--- src/pulse_monitor_pkg.sv ---
// Package: types and constants of the delayed test pulse monitor
package pulse_monitor_pkg;
   // ---------------------------------------------
   // Timing
   // ---------------------------------------------
   localparam int CLOCK_HZ = 50_000_000;
   localparam int CNT_W = 24;
   // Default pulse interval 10 ms, pulse width 1 ms
   localparam int INTERVAL_US = 10000;
   localparam int WIDTH_US = 1000;
   localparam int INTERVAL_CYC = INTERVAL_US * (CLOCK_HZ / 1_000_000);
   localparam int WIDTH_CYC = WIDTH_US * (CLOCK_HZ / 1_000_000);

   // ---------------------------------------------
   // Configuration carrier
   // ---------------------------------------------
   typedef struct packed {
      logic [CNT_W-1:0] interval;
      logic [CNT_W-1:0] width;
      logic [CNT_W-1:0] delay_min;
      logic [CNT_W-1:0] delay_max;
      logic [CNT_W-1:0] width_min;
      logic [CNT_W-1:0] width_max;
   } monitor_cfg_t;

   // Fault causes, sticky
   typedef struct packed {
      logic missing;
      logic delay_bad;
      logic width_bad;
   } fault_t;

   typedef enum logic [2:0] {
      ST_IDLE = 3'b001,
      ST_RUN = 3'b010,
      ST_SAFE = 3'b100
   } mon_state_t;
endpackage

--- src/edge_timer.sv ---
// Edge timer: counts cycles since a start strobe, saturating
`timescale 1ns/100ps
module edge_timer #(
   parameter int W = 24
) (
   input wire logic clock_in,
   input wire logic rstn_in,
   input wire logic start_in,
   output logic [W-1:0] count_out
);
   initial begin
      if (W < 4) begin
         $error("edge_timer width too small");
      end
   end

   always_ff @(posedge clock_in) begin
      if (!rstn_in || start_in) begin
         count_out <= '0;
      end else if (count_out != {W{1'b1}}) begin
         count_out <= count_out + 1'b1;
      end
   end
endmodule

--- src/delayed_test_pulse_monitor.sv ---
// Top: test pulse generator and delayed echo evaluator
`timescale 1ns/100ps
module delayed_test_pulse_monitor
   import pulse_monitor_pkg::*;
#(
   parameter int W = pulse_monitor_pkg::CNT_W
) (
   input wire logic clock_in,
   input wire logic rstn_in,
   input wire logic enable_in,
   input wire pulse_monitor_pkg::monitor_cfg_t cfg_in,
   input wire logic ack_in,
   input wire logic sink_return_input_in,
   output logic pulse_generation_output_out,
   output logic release_out,
   output logic safe_state_out,
   output pulse_monitor_pkg::fault_t fault_out,
   output logic [W-1:0] measured_delay_out,
   output logic [W-1:0] measured_width_out
);
   import pulse_monitor_pkg::*;

   initial begin
      if (W != CNT_W) begin
         $error("counter width must match package carrier");
      end
   end

   // ---------------------------------------------
   // Input synchroniser and edge detect
   // ---------------------------------------------
   logic ret_meta_reg, ret_sync_reg, ret_prev_reg;
   always_ff @(posedge clock_in) begin
      if (!rstn_in) begin
         ret_meta_reg <= 1'b0;
         ret_sync_reg <= 1'b0;
         ret_prev_reg <= 1'b0;
      end else begin
         ret_meta_reg <= sink_return_input_in;
         ret_sync_reg <= ret_meta_reg;
         ret_prev_reg <= ret_sync_reg;
      end
   end
   logic ret_fall, ret_rise;
   assign ret_fall = ret_prev_reg && !ret_sync_reg;
   assign ret_rise = !ret_prev_reg && ret_sync_reg;

   // ---------------------------------------------
   // State machine
   // ---------------------------------------------
   mon_state_t state_reg, state_next;
   logic verdict_fail;

   always_comb begin
      state_next = state_reg;
      case (state_reg)
         ST_IDLE: begin
            if (enable_in) begin
               state_next = ST_RUN;
            end
         end
         ST_RUN: begin
            if (verdict_fail) begin
               state_next = ST_SAFE;
            end else if (!enable_in) begin
               state_next = ST_IDLE;
            end
         end
         ST_SAFE: begin
            if (ack_in) begin
               state_next = ST_IDLE;
            end
         end
         default: state_next = ST_SAFE;
      endcase
   end

   always_ff @(posedge clock_in) begin
      if (!rstn_in) begin
         state_reg <= ST_IDLE;
      end else begin
         state_reg <= state_next;
      end
   end
   logic running;
   assign running = (state_reg == ST_RUN);

   // ---------------------------------------------
   // Pulse generator
   // ---------------------------------------------
   logic [W-1:0] phase_reg;
   logic period_start;
   assign period_start = running && (phase_reg == '0);
   always_ff @(posedge clock_in) begin
      if (!rstn_in || !running) begin
         phase_reg <= '0;
      end else if (phase_reg >= cfg_in.interval - 1'b1) begin
         phase_reg <= '0;
      end else begin
         phase_reg <= phase_reg + 1'b1;
      end
   end

   // While running, output is high between pulses and low during the pulse width; in idle and safe it is held low
   always_ff @(posedge clock_in) begin
      if (!rstn_in || !running) begin
         pulse_generation_output_out <= 1'b0;
      end else begin
         pulse_generation_output_out <= (phase_reg >= cfg_in.width);
      end
   end

   // ---------------------------------------------
   // Echo measurement
   // ---------------------------------------------
   // The delay timer starts at our own falling edge and the width timer at the
   // returned falling edge, so the delay may be shorter or longer than the width.
   logic [W-1:0] since_gen, since_ret;
   edge_timer #(.W(W)) u_gen_timer (
      .clock_in(clock_in),
      .rstn_in(rstn_in),
      .start_in(period_start),
      .count_out(since_gen)
   );
   edge_timer #(.W(W)) u_ret_timer (
      .clock_in(clock_in),
      .rstn_in(rstn_in),
      .start_in(ret_fall),
      .count_out(since_ret)
   );

   logic echo_seen_reg, started_reg, armed_reg;
   logic delay_bad, width_bad, missing;
   logic [W-1:0] ret_width;
   // Low cycles of the returned pulse, counted from synced fall to synced rise
   assign ret_width = (since_ret == {W{1'b1}}) ? since_ret : since_ret + 1'b1;
   // the delay window covers the summed delay of all sources
   assign delay_bad = running && ret_fall &&
                      (since_gen < cfg_in.delay_min || since_gen > cfg_in.delay_max);
   assign width_bad = running && ret_rise && echo_seen_reg &&
                      (ret_width < cfg_in.width_min || ret_width > cfg_in.width_max);
   // A whole interval without a returned fall means the echo is absent; the first
   // interval after start has no generated fall, so checking begins one later
   assign missing = period_start && armed_reg && !echo_seen_reg && !ret_fall;
   assign verdict_fail = delay_bad || width_bad || missing;

   always_ff @(posedge clock_in) begin
      if (!rstn_in || !running) begin
         echo_seen_reg <= 1'b0;
      end else if (ret_fall) begin
         echo_seen_reg <= 1'b1;
      end else if (period_start) begin
         echo_seen_reg <= 1'b0;
      end
   end

   always_ff @(posedge clock_in) begin
      if (!rstn_in || !running) begin
         started_reg <= 1'b0;
         armed_reg <= 1'b0;
      end else if (period_start) begin
         started_reg <= 1'b1;
         armed_reg <= started_reg;
      end
   end

   always_ff @(posedge clock_in) begin
      if (!rstn_in) begin
         measured_delay_out <= '0;
         measured_width_out <= '0;
      end else begin
         if (running && ret_fall) begin
            measured_delay_out <= since_gen;
         end
         if (running && ret_rise) begin
            measured_width_out <= ret_width;
         end
      end
   end

   // ---------------------------------------------
   // Release and safe state
   // ---------------------------------------------
   // A complete good pulse (delay then width) is needed before release
   logic good_delay_reg;
   always_ff @(posedge clock_in) begin
      if (!rstn_in || !running) begin
         good_delay_reg <= 1'b0;
      end else if (ret_fall) begin
         good_delay_reg <= !delay_bad;
      end
   end

   always_ff @(posedge clock_in) begin
      if (!rstn_in || !running || verdict_fail) begin
         release_out <= 1'b0;
      end else if (ret_rise && good_delay_reg && !width_bad) begin
         release_out <= 1'b1;
      end
   end

   always_ff @(posedge clock_in) begin
      if (!rstn_in) begin
         safe_state_out <= 1'b0;
         fault_out <= '0;
      end else if (state_next == ST_SAFE) begin
         safe_state_out <= 1'b1;
         fault_out <= fault_out | {missing, delay_bad, width_bad};
      end else begin
         safe_state_out <= 1'b0;
         fault_out <= '0;
      end
   end
endmodule

--- config.mk ---
export PLATFORM = sky130hd
export DESIGN_NAME = delayed_test_pulse_monitor
export DESIGN_NICKNAME = d
export VERILOG_FILES = /design/src/pulse_monitor_pkg.sv /design/src/edge_timer.sv /design/src/delayed_test_pulse_monitor.sv
export SDC_FILE = /design/constraint.sdc
export NUM_CORES = 1
export LEC_CHECK = 0
export ABC_AREA = 1
export BUFFER_PORTS_ARGS = -buffer_cell sky130_fd_sc_hd__buf_2
export CAP_MARGIN = 20
export CORE_MARGIN = 2
export CORE_UTILIZATION = 55
export CTS_BUF_LIST = sky130_fd_sc_hd__clkbuf_8
export CTS_CLUSTER_SIZE = 8
export DETAILED_ROUTE_END_ITERATION = 8
export GPL_ROUTABILITY_DRIVEN = 0
export HOLD_SLACK_MARGIN = 0.08
export PLACE_DENSITY = 0.82
export SYNTH_ARGS = -nofsm -noshare
export SYNTH_HDL_FRONTEND = slang
export SYNTH_SLANG_ARGS = --single-unit
--- constraint.sdc ---
create_clock -name clock_in -period 4.1 [get_ports clock_in]
set_input_delay 0.615 -clock clock_in [delete_from_list [all_inputs] [get_ports clock_in]]
set_output_delay 0.615 -clock clock_in [all_outputs]
set_load 0.02 [all_outputs]
# --- Yosys cells after proc, flatten, opt, wreduce, memory -nomap -nowiden ---
# Index checks and enable logic that the tools add are counted.
# Widths: inputs -> output; s select.
op_classes:
  n_addsub: 4
  n_lt_le_gt_ge: 6
  eq_ne: 7
  muxes: 9
  bitwise: 1
  n_reduce_logical: 33
ops:
  columns: ["op", "n"]
  rows:
  - ["$add 24x1->24 const B", 3]
  - ["$ge 24x24->1", 2]
  - ["$gt 24x24->1", 2]
  - ["$lt 24x24->1", 2]
  - ["$ne 24x24->1 const B", 2]
  - ["$eq 24x24->1 const B", 1]
  - ["$logic_not 24->1", 1]
  - ["$mux 24", 1]
  - ["$sub 24x1->24 const B", 1]
  - ["$logic_and 1x1->1", 13]
  - ["$mux 3", 4]
  - ["$pmux 3 s3", 1]
  - ["$logic_not 1->1", 8]
  - ["$logic_or 1x1->1", 8]
  - ["$eq 3x3->1 const B", 2]
  - ["$eq 3x1->1 const B", 1]
  - ["$eq 3x2->1 const B", 1]
  - ["$mux 1", 3]
  - ["$or 3x3->3", 1]
  - ["$reduce_and 2->1", 1]
  - ["$reduce_bool 2->1", 1]
  - ["$reduce_or 2->1", 1]
totals:
  ff_bits: 136
  inputBits: 149
  out_inout_bits: 54
  word_cells: 79

# --- Logic depth before layout (Yosys ltp) ---
depth:
  depth_word: 11
  depth_mapped: 25
  ltp_nobuf: 25

# --- Cells and area by module ---
# Synthesis repeated with hierarchy kept, for this count alone.
hier_totals:
  hier_cells: 1630
  hier_area_um2: 10979.3
by_module_without_submodules:
  columns: ["module", "n_inst", "cells_each", "area_each_um2", "seq_area_each_um2"]
  rows:
  - ["delayed_test_pulse_monitor", 1, 1172, 8076.5, 1761.7]
  - ["edge_timer", 2, 229, 1451.4, 480.5]

# --- Worst setup path after synthesis ---
# No wires, ideal clock.
synth_path:
  kind: "input-to-reg"
  start: "input port cfg_in[120] in the netlist's numbering"
  end: "register phase_reg[18]"
  setup_ns: 0.132
  t_arrival_ns: 3.644
  required_ns: 3.968
  setup_slack_ns: 0.324
  path_stages: 21
  n_path_buf: 1
  cell_sequence: "inv_1 > ha_1 > nand2_1 > nor3_2 > nand2_1 > inv_1 > nand2_1 > nor4_2 > nand4_1 > nor4_2 > nand2_1 > xor2_1 > ha_1 > nand2_1 > inv_1 > nand3_1 > nor3_1 > nand2_1 > o2111ai_1 > clkbuf_1 > nor3b_1"
synth_via:
  elab_chain_cells: 3
synth_rtl:
  columns: ["element", "line", "rtl"]
  rows:
  - ["start, declared", "delayed_test_pulse_monitor.sv:11", "input wire pulse_monitor_pkg::monitor_cfg_t cfg_in,"]
  - ["$sub 24x1->24", "delayed_test_pulse_monitor.sv:97", "end else if (phase_reg >= cfg_in.interval - 1'b1) begin"]
  - ["$ge 24x24->1", "delayed_test_pulse_monitor.sv:97", null]
  - ["$reduce_or 2->1 (no line)", null, null]
  - ["end signal, assigned", "delayed_test_pulse_monitor.sv:100", "phase_reg <= phase_reg + 1'b1;"]
  - ["end, declared", "delayed_test_pulse_monitor.sv:91", "logic [W-1:0] phase_reg;"]
# Every way passes these cells.
# A chain may end at the register's enable or synchronous reset.

# --- Final worst setup path ---
layout_path:
  start: "register u_ret_timer.count_out[0]"
  end: "register fault_out[1] in the netlist's numbering"
layout_via:
  elab_chain_cells: 11
  word_cells_on_any_way: 13
  classes_between: "add/sub (1); order compare (2); eq/ne (2); mux (3); reduce/logical (5)"
layout_rtl:
  columns: ["element", "line", "rtl"]
  rows:
  - ["start, declared", "edge_timer.sv:9", "output logic [W-1:0] count_out"]
  - ["start signal, assigned", "edge_timer.sv:21", "count_out <= count_out + 1'b1;"]
  - ["$add 24x1->24 or $eq 24x24->1 (tied branches)", "delayed_test_pulse_monitor.sv:136", "assign ret_width = (since_ret == {W{1'b1}}) ? since_ret : since_ret + 1'b1;"]
  - ["$mux 24 (*)", "delayed_test_pulse_monitor.sv:136", null]
  - ["named net ret_width[22]", "delayed_test_pulse_monitor.sv:134", "logic [W-1:0] ret_width;"]
  - ["$lt 24x24->1 or $gt 24x24->1 (tied branches)", "delayed_test_pulse_monitor.sv:141", "(ret_width < cfg_in.width_min || ret_width > cfg_in.width_max);"]
  - ["$logic_or 1x1->1 (*)", "delayed_test_pulse_monitor.sv:141", null]
  - ["$logic_and 1x1->1 (*)", "delayed_test_pulse_monitor.sv:140", "assign width_bad = running && ret_rise && echo_seen_reg &&"]
  - ["$logic_or 1x1->1 (*) (2 in series)", "delayed_test_pulse_monitor.sv:145", "assign verdict_fail = delay_bad || width_bad || missing;"]
  - ["$mux 3 (*)", "delayed_test_pulse_monitor.sv:63", "if (verdict_fail) begin"]
  - ["$pmux 3 s3 (*)", "delayed_test_pulse_monitor.sv:56", "case (state_reg)"]
  - ["$eq 3x3->1 (*)", "delayed_test_pulse_monitor.sv:206", "end else if (state_next == ST_SAFE) begin"]
  - ["$reduce_and 2->1 (no line) (*)", null, null]
  - ["end signal, assigned", "delayed_test_pulse_monitor.sv:208", "fault_out <= fault_out | {missing, delay_bad, width_bad};"]
  - ["end, declared", "delayed_test_pulse_monitor.sv:17", "output pulse_monitor_pkg::fault_t fault_out,"]
# Mark *: on every way through the listed nets, which the timed path passes. The rest lies on a longest branch.

==> results.py <==
metrics = {
    "synthesis": {
        "synth_edf_count": 0,
        "synth_nets": 1677,
        "ys_async_sr_fraction_pct": 0,
        "avgSynthCellArea_um2": 7.19,
        "ys.flop_type": "dfxtp_1",
        "ys_warn_count": 0,
        "netlist_area_um2": 9930,
        "synth_cell_type_count": 45,
        "synth-seq-cells": 136,
        "synth_sequential_area_ratio_pct": 27.4,
        "synth_cells": 1381,
    },
    "detailed_routing": {
        "first_pass_iters": 5,
        "vias_per_cell": 5.13,
        "drt_iter0_drc": 438,
        "vias": 9373,
        "wl_per_cell_um": 13.3,
        "routed_wl_um": 24200,
        "ant_nets": 0,
        "route.detailed.drc": 0,
    },
    "cts": {
        "ctsResizeCount": 0,
        "clk_pin_slew_ns": 0.07,
        "cts_num_sinks": 136,
        "clock_path_buffers": 2,
        "clk-insertion-delay-late_ns": 0.45,
        "cts_inserted_buffers": 17,
        "cts_tree": "built",
        "htreeDepth": 4,
        "hold_buffers": 0,
        "post_cts_buffers": 0,
        "clock-root-buffer": "clkbuf_8",
    },
    "layout": {
        "fin_util_pct": 65.2,
        "layout-drive-gt1-share_pct": 18.5,
        "final_common_cell": "inv_1",
        "nets": 1880,
        "layout_common_cells": "279 x inv_1, 202 x nand2_1, 202 x buf_2",
        "seq_area_um2": 2720,
        "insertedDiodeCount": 0,
        "nFillCells": 1549,
        "areaGrowthSynthToFinish_pct": 17.0,
        "multiInputGateArea_um2": 6060,
    },
    "sta": {
        "hold_ws_ns": 0.367,
        "slew_headroom_pct": 42.2,
        "fin_crit_ns": 3.71,
        "rsz0062_at_grt": "no",
        "fin_tns_setup_ns": 0,
        "fin_skew_ns": 0.0111,
        "fmax_mhz": 270,
        "tightest_slew_ns": 0.864,
        "hold_viol_final": 0,
        "setup_viol": 0,
        "drv_slew": 0,
        "fin_crit_sh_pct": 90.5,
    },
    "worst_hold_path": {
        "hold_end": "ret_meta_reg$_SDFF_PN0_",
        "whs_path_depth": 3,
        "hold_class": "in2reg",
        "hold_start": "sink_return_input_in",
    },
    "global_route": {
        "overflow": 0,
        "grt_pass1_wl_um": 40300,
        "first_global_vias": 8923,
        "antenna_found_initial": 0,
        "grt_max_degree": 52,
        "grt_use_total_pct": 25.0,
    },
    "power": {
        "power_w": 0.00287,
        "peakVddDrop_mv": 0.190,
        "power_leakage_nw": 6.34,
        "power.density_nw_per_um2": 247,
    },
    "floorplan": {
        "dieArea_um2": 19100,
        "core_area_um2": 17800,
        "floorplan.rows": 49,
        "initial_core_util_pct": 55.7,
        "chipHeight_um": 138,
        "die_x_um": 138,
        "num_io_pins": 203,
    },
    "worst_setup_path": {
        "critPathArrivalTime_ns": 4.07,
        "critPathCaptureType": "register",
        "worstReg2RegStart": "u_ret_timer.count_out[0]$_SDFFE_PP0N_",
        "cp_slowest_cell": "nor4_1",
        "crit_top_cell": "nand2_2",
        "ff2ff_setup_slack_ns": 0.39,
        "required_ns": 4.46,
        "r2r_cells": 20,
        "cp-start-kind": "register",
        "max_stage_delay_ns": 0.53,
        "path_cells": "ha_1 > inv_1 > nor2_2 > nand2_2 > nor4_1 > nand4_1 > xor2_1 > inv_1 > ha_1 > nand2_1 > nor2_1 > nand4_1 > nor4_1 > nand2_1 > a22o_1 > nand2_2 > nand2_2 > nand2_4 > nand2_4 > a21oi_1",
        "crit_fanout": 5,
        "timing.rr.end": "fault_out[1]$_SDFF_PN0_",
        "critPathKind": "reg2reg",
    },
    "run_status": {
        "status": "finished clean",
    },
    "place": {
        "io_buffer_count": 202,
        "dp_hpwl_um": 19400,
    },
    "job": {
        "drv_cap": 0,
    },
}
stage by stage:
| stage | std cells | setup slack (ns) | area, um2 |
|---|---|---|---|
| 6_report | 1826 | 0.390 | 11600 |
| 5_1_grt | 1826 | 0.0562 | 11600 |
| 4_1_cts | 1826 | 0.377 | 11600 |
| 3_5_place_dp | 1794 | 0.0581 | 11200 |
| 3_3_place_gp | 1794 | 0.209 | 11200 |
| 2_1_floorplan | 1381 | 0.324 | 9930 |
layer usage:
layer | global-route usage (%) | part of all wire, %
met1 | 30.8 | 44
met2 | 43.9 | 48
met3 | 4.78 | 5.5
met4 | 8.70 | 2.8
met5 | 0 | 0
power breakdown:
group          switching, W  total [W]  internal, W
combinational      0.000173   0.000306     0.000134
sequential        0.0000137    0.00135      0.00133
clock              0.000525    0.00121     0.000690
total              0.000711    0.00287      0.00216
Yosys cell counts (2+ instances only):
cell      number  area (um2)
o221ai_1       4        35.0
nor4_2         3        37.5
nor2_4         6        67.6
nor3_4         2        32.5
o21bai_1       2        15.0
nor2_1       151         567
a31oi_1        2        12.5
clkbuf_1      19        71.3
ha_1         147        1840
nand2_4        4        45.0
nor4_1        12        75.1
nand3_1       31         155
nand2_2        9        56.3
a21oi_1      102         510
nand3_2        4        40.0
nor3b_1        5        37.5
o21ai_0       60         300
nor3b_2        2        25.0
nand2_1      202         758
or2_2          3        18.8
o211ai_1      21         158
nand4_2        2        25.0
dfxtp_1      136        2720
xor2_1        47         412
a31o_2         2        17.5
nor3_1        30         150
inv_2          6        22.5
nand4_1       35         219
nor3_2         4        40.0
inv_1        279        1050
o21a_1         7        52.6
a221oi_1       2        17.5
nor2_2         7        43.8
a211oi_1       5        37.5
xnor2_1       18         158
final cells by class:
cell class | instances | share of cell area [%]
Clock buffer | 19 | 2.25
Clock inverter | 13 | 1.52
Inverter | 285 | 9.20
Multi-Input combinational cell | 939 | 52.1
Sequential cell | 136 | 23.4
Tap cell | 229 | 2.47
Timing Repair Buffer | 205 | 9.00
kinds of logic after synthesis:
logic type | count (synthesis) | share of synthesized area, %
buffers and inverters | 306 | 11.6
adder cells (fa/ha/maj) | 147 | 18.5
flip-flops | 136 | 27.4
AO/OA/AOI/OAI | 210 | 11.9
AND/OR/NAND/NOR | 517 | 24.9
XOR/XNOR | 65 | 5.73
worst max path at each step:
| stage | cells after the start | startpoint | slack, ns | to |
|---|---|---|---|---|
| final | 20 | u_ret_timer.count_out[0]$_SDFFE_PP0N_ | 0.39 | fault_out[1]$_SDFF_PN0_ |
| after global routing | 20 | u_ret_timer.count_out[0]$_SDFFE_PP0N_ | 0.06 | fault_out[2]$_SDFF_PN0_ |
| after CTS | 20 | u_ret_timer.count_out[0]$_SDFFE_PP0N_ | 0.38 | fault_out[1]$_SDFF_PN0_ |
| after detailed placement | 22 | cfg_in[120] | 0.06 | phase_reg[2]$_SDFF_PP0_ |
| after global placement | 22 | cfg_in[120] | 0.21 | phase_reg[9]$_SDFF_PP0_ |
| after floorplan | 21 | cfg_in[120] | 0.32 | phase_reg[18]$_SDFF_PP0_ |
worst max-delay path: cells and delay by family, from the launching register on:
kind / cells / cell delay (ns)
AND/OR/NAND/NOR: 13 / 1.98
adder cells (fa/ha/maj): 2 / 0.48
flip-flops: 1 / 0.38
AO/OA/AOI/OAI: 2 / 0.34
XOR/XNOR: 1 / 0.26
buffers and inverters: 2 / 0.17
Power figures use the tool's default switching activity.
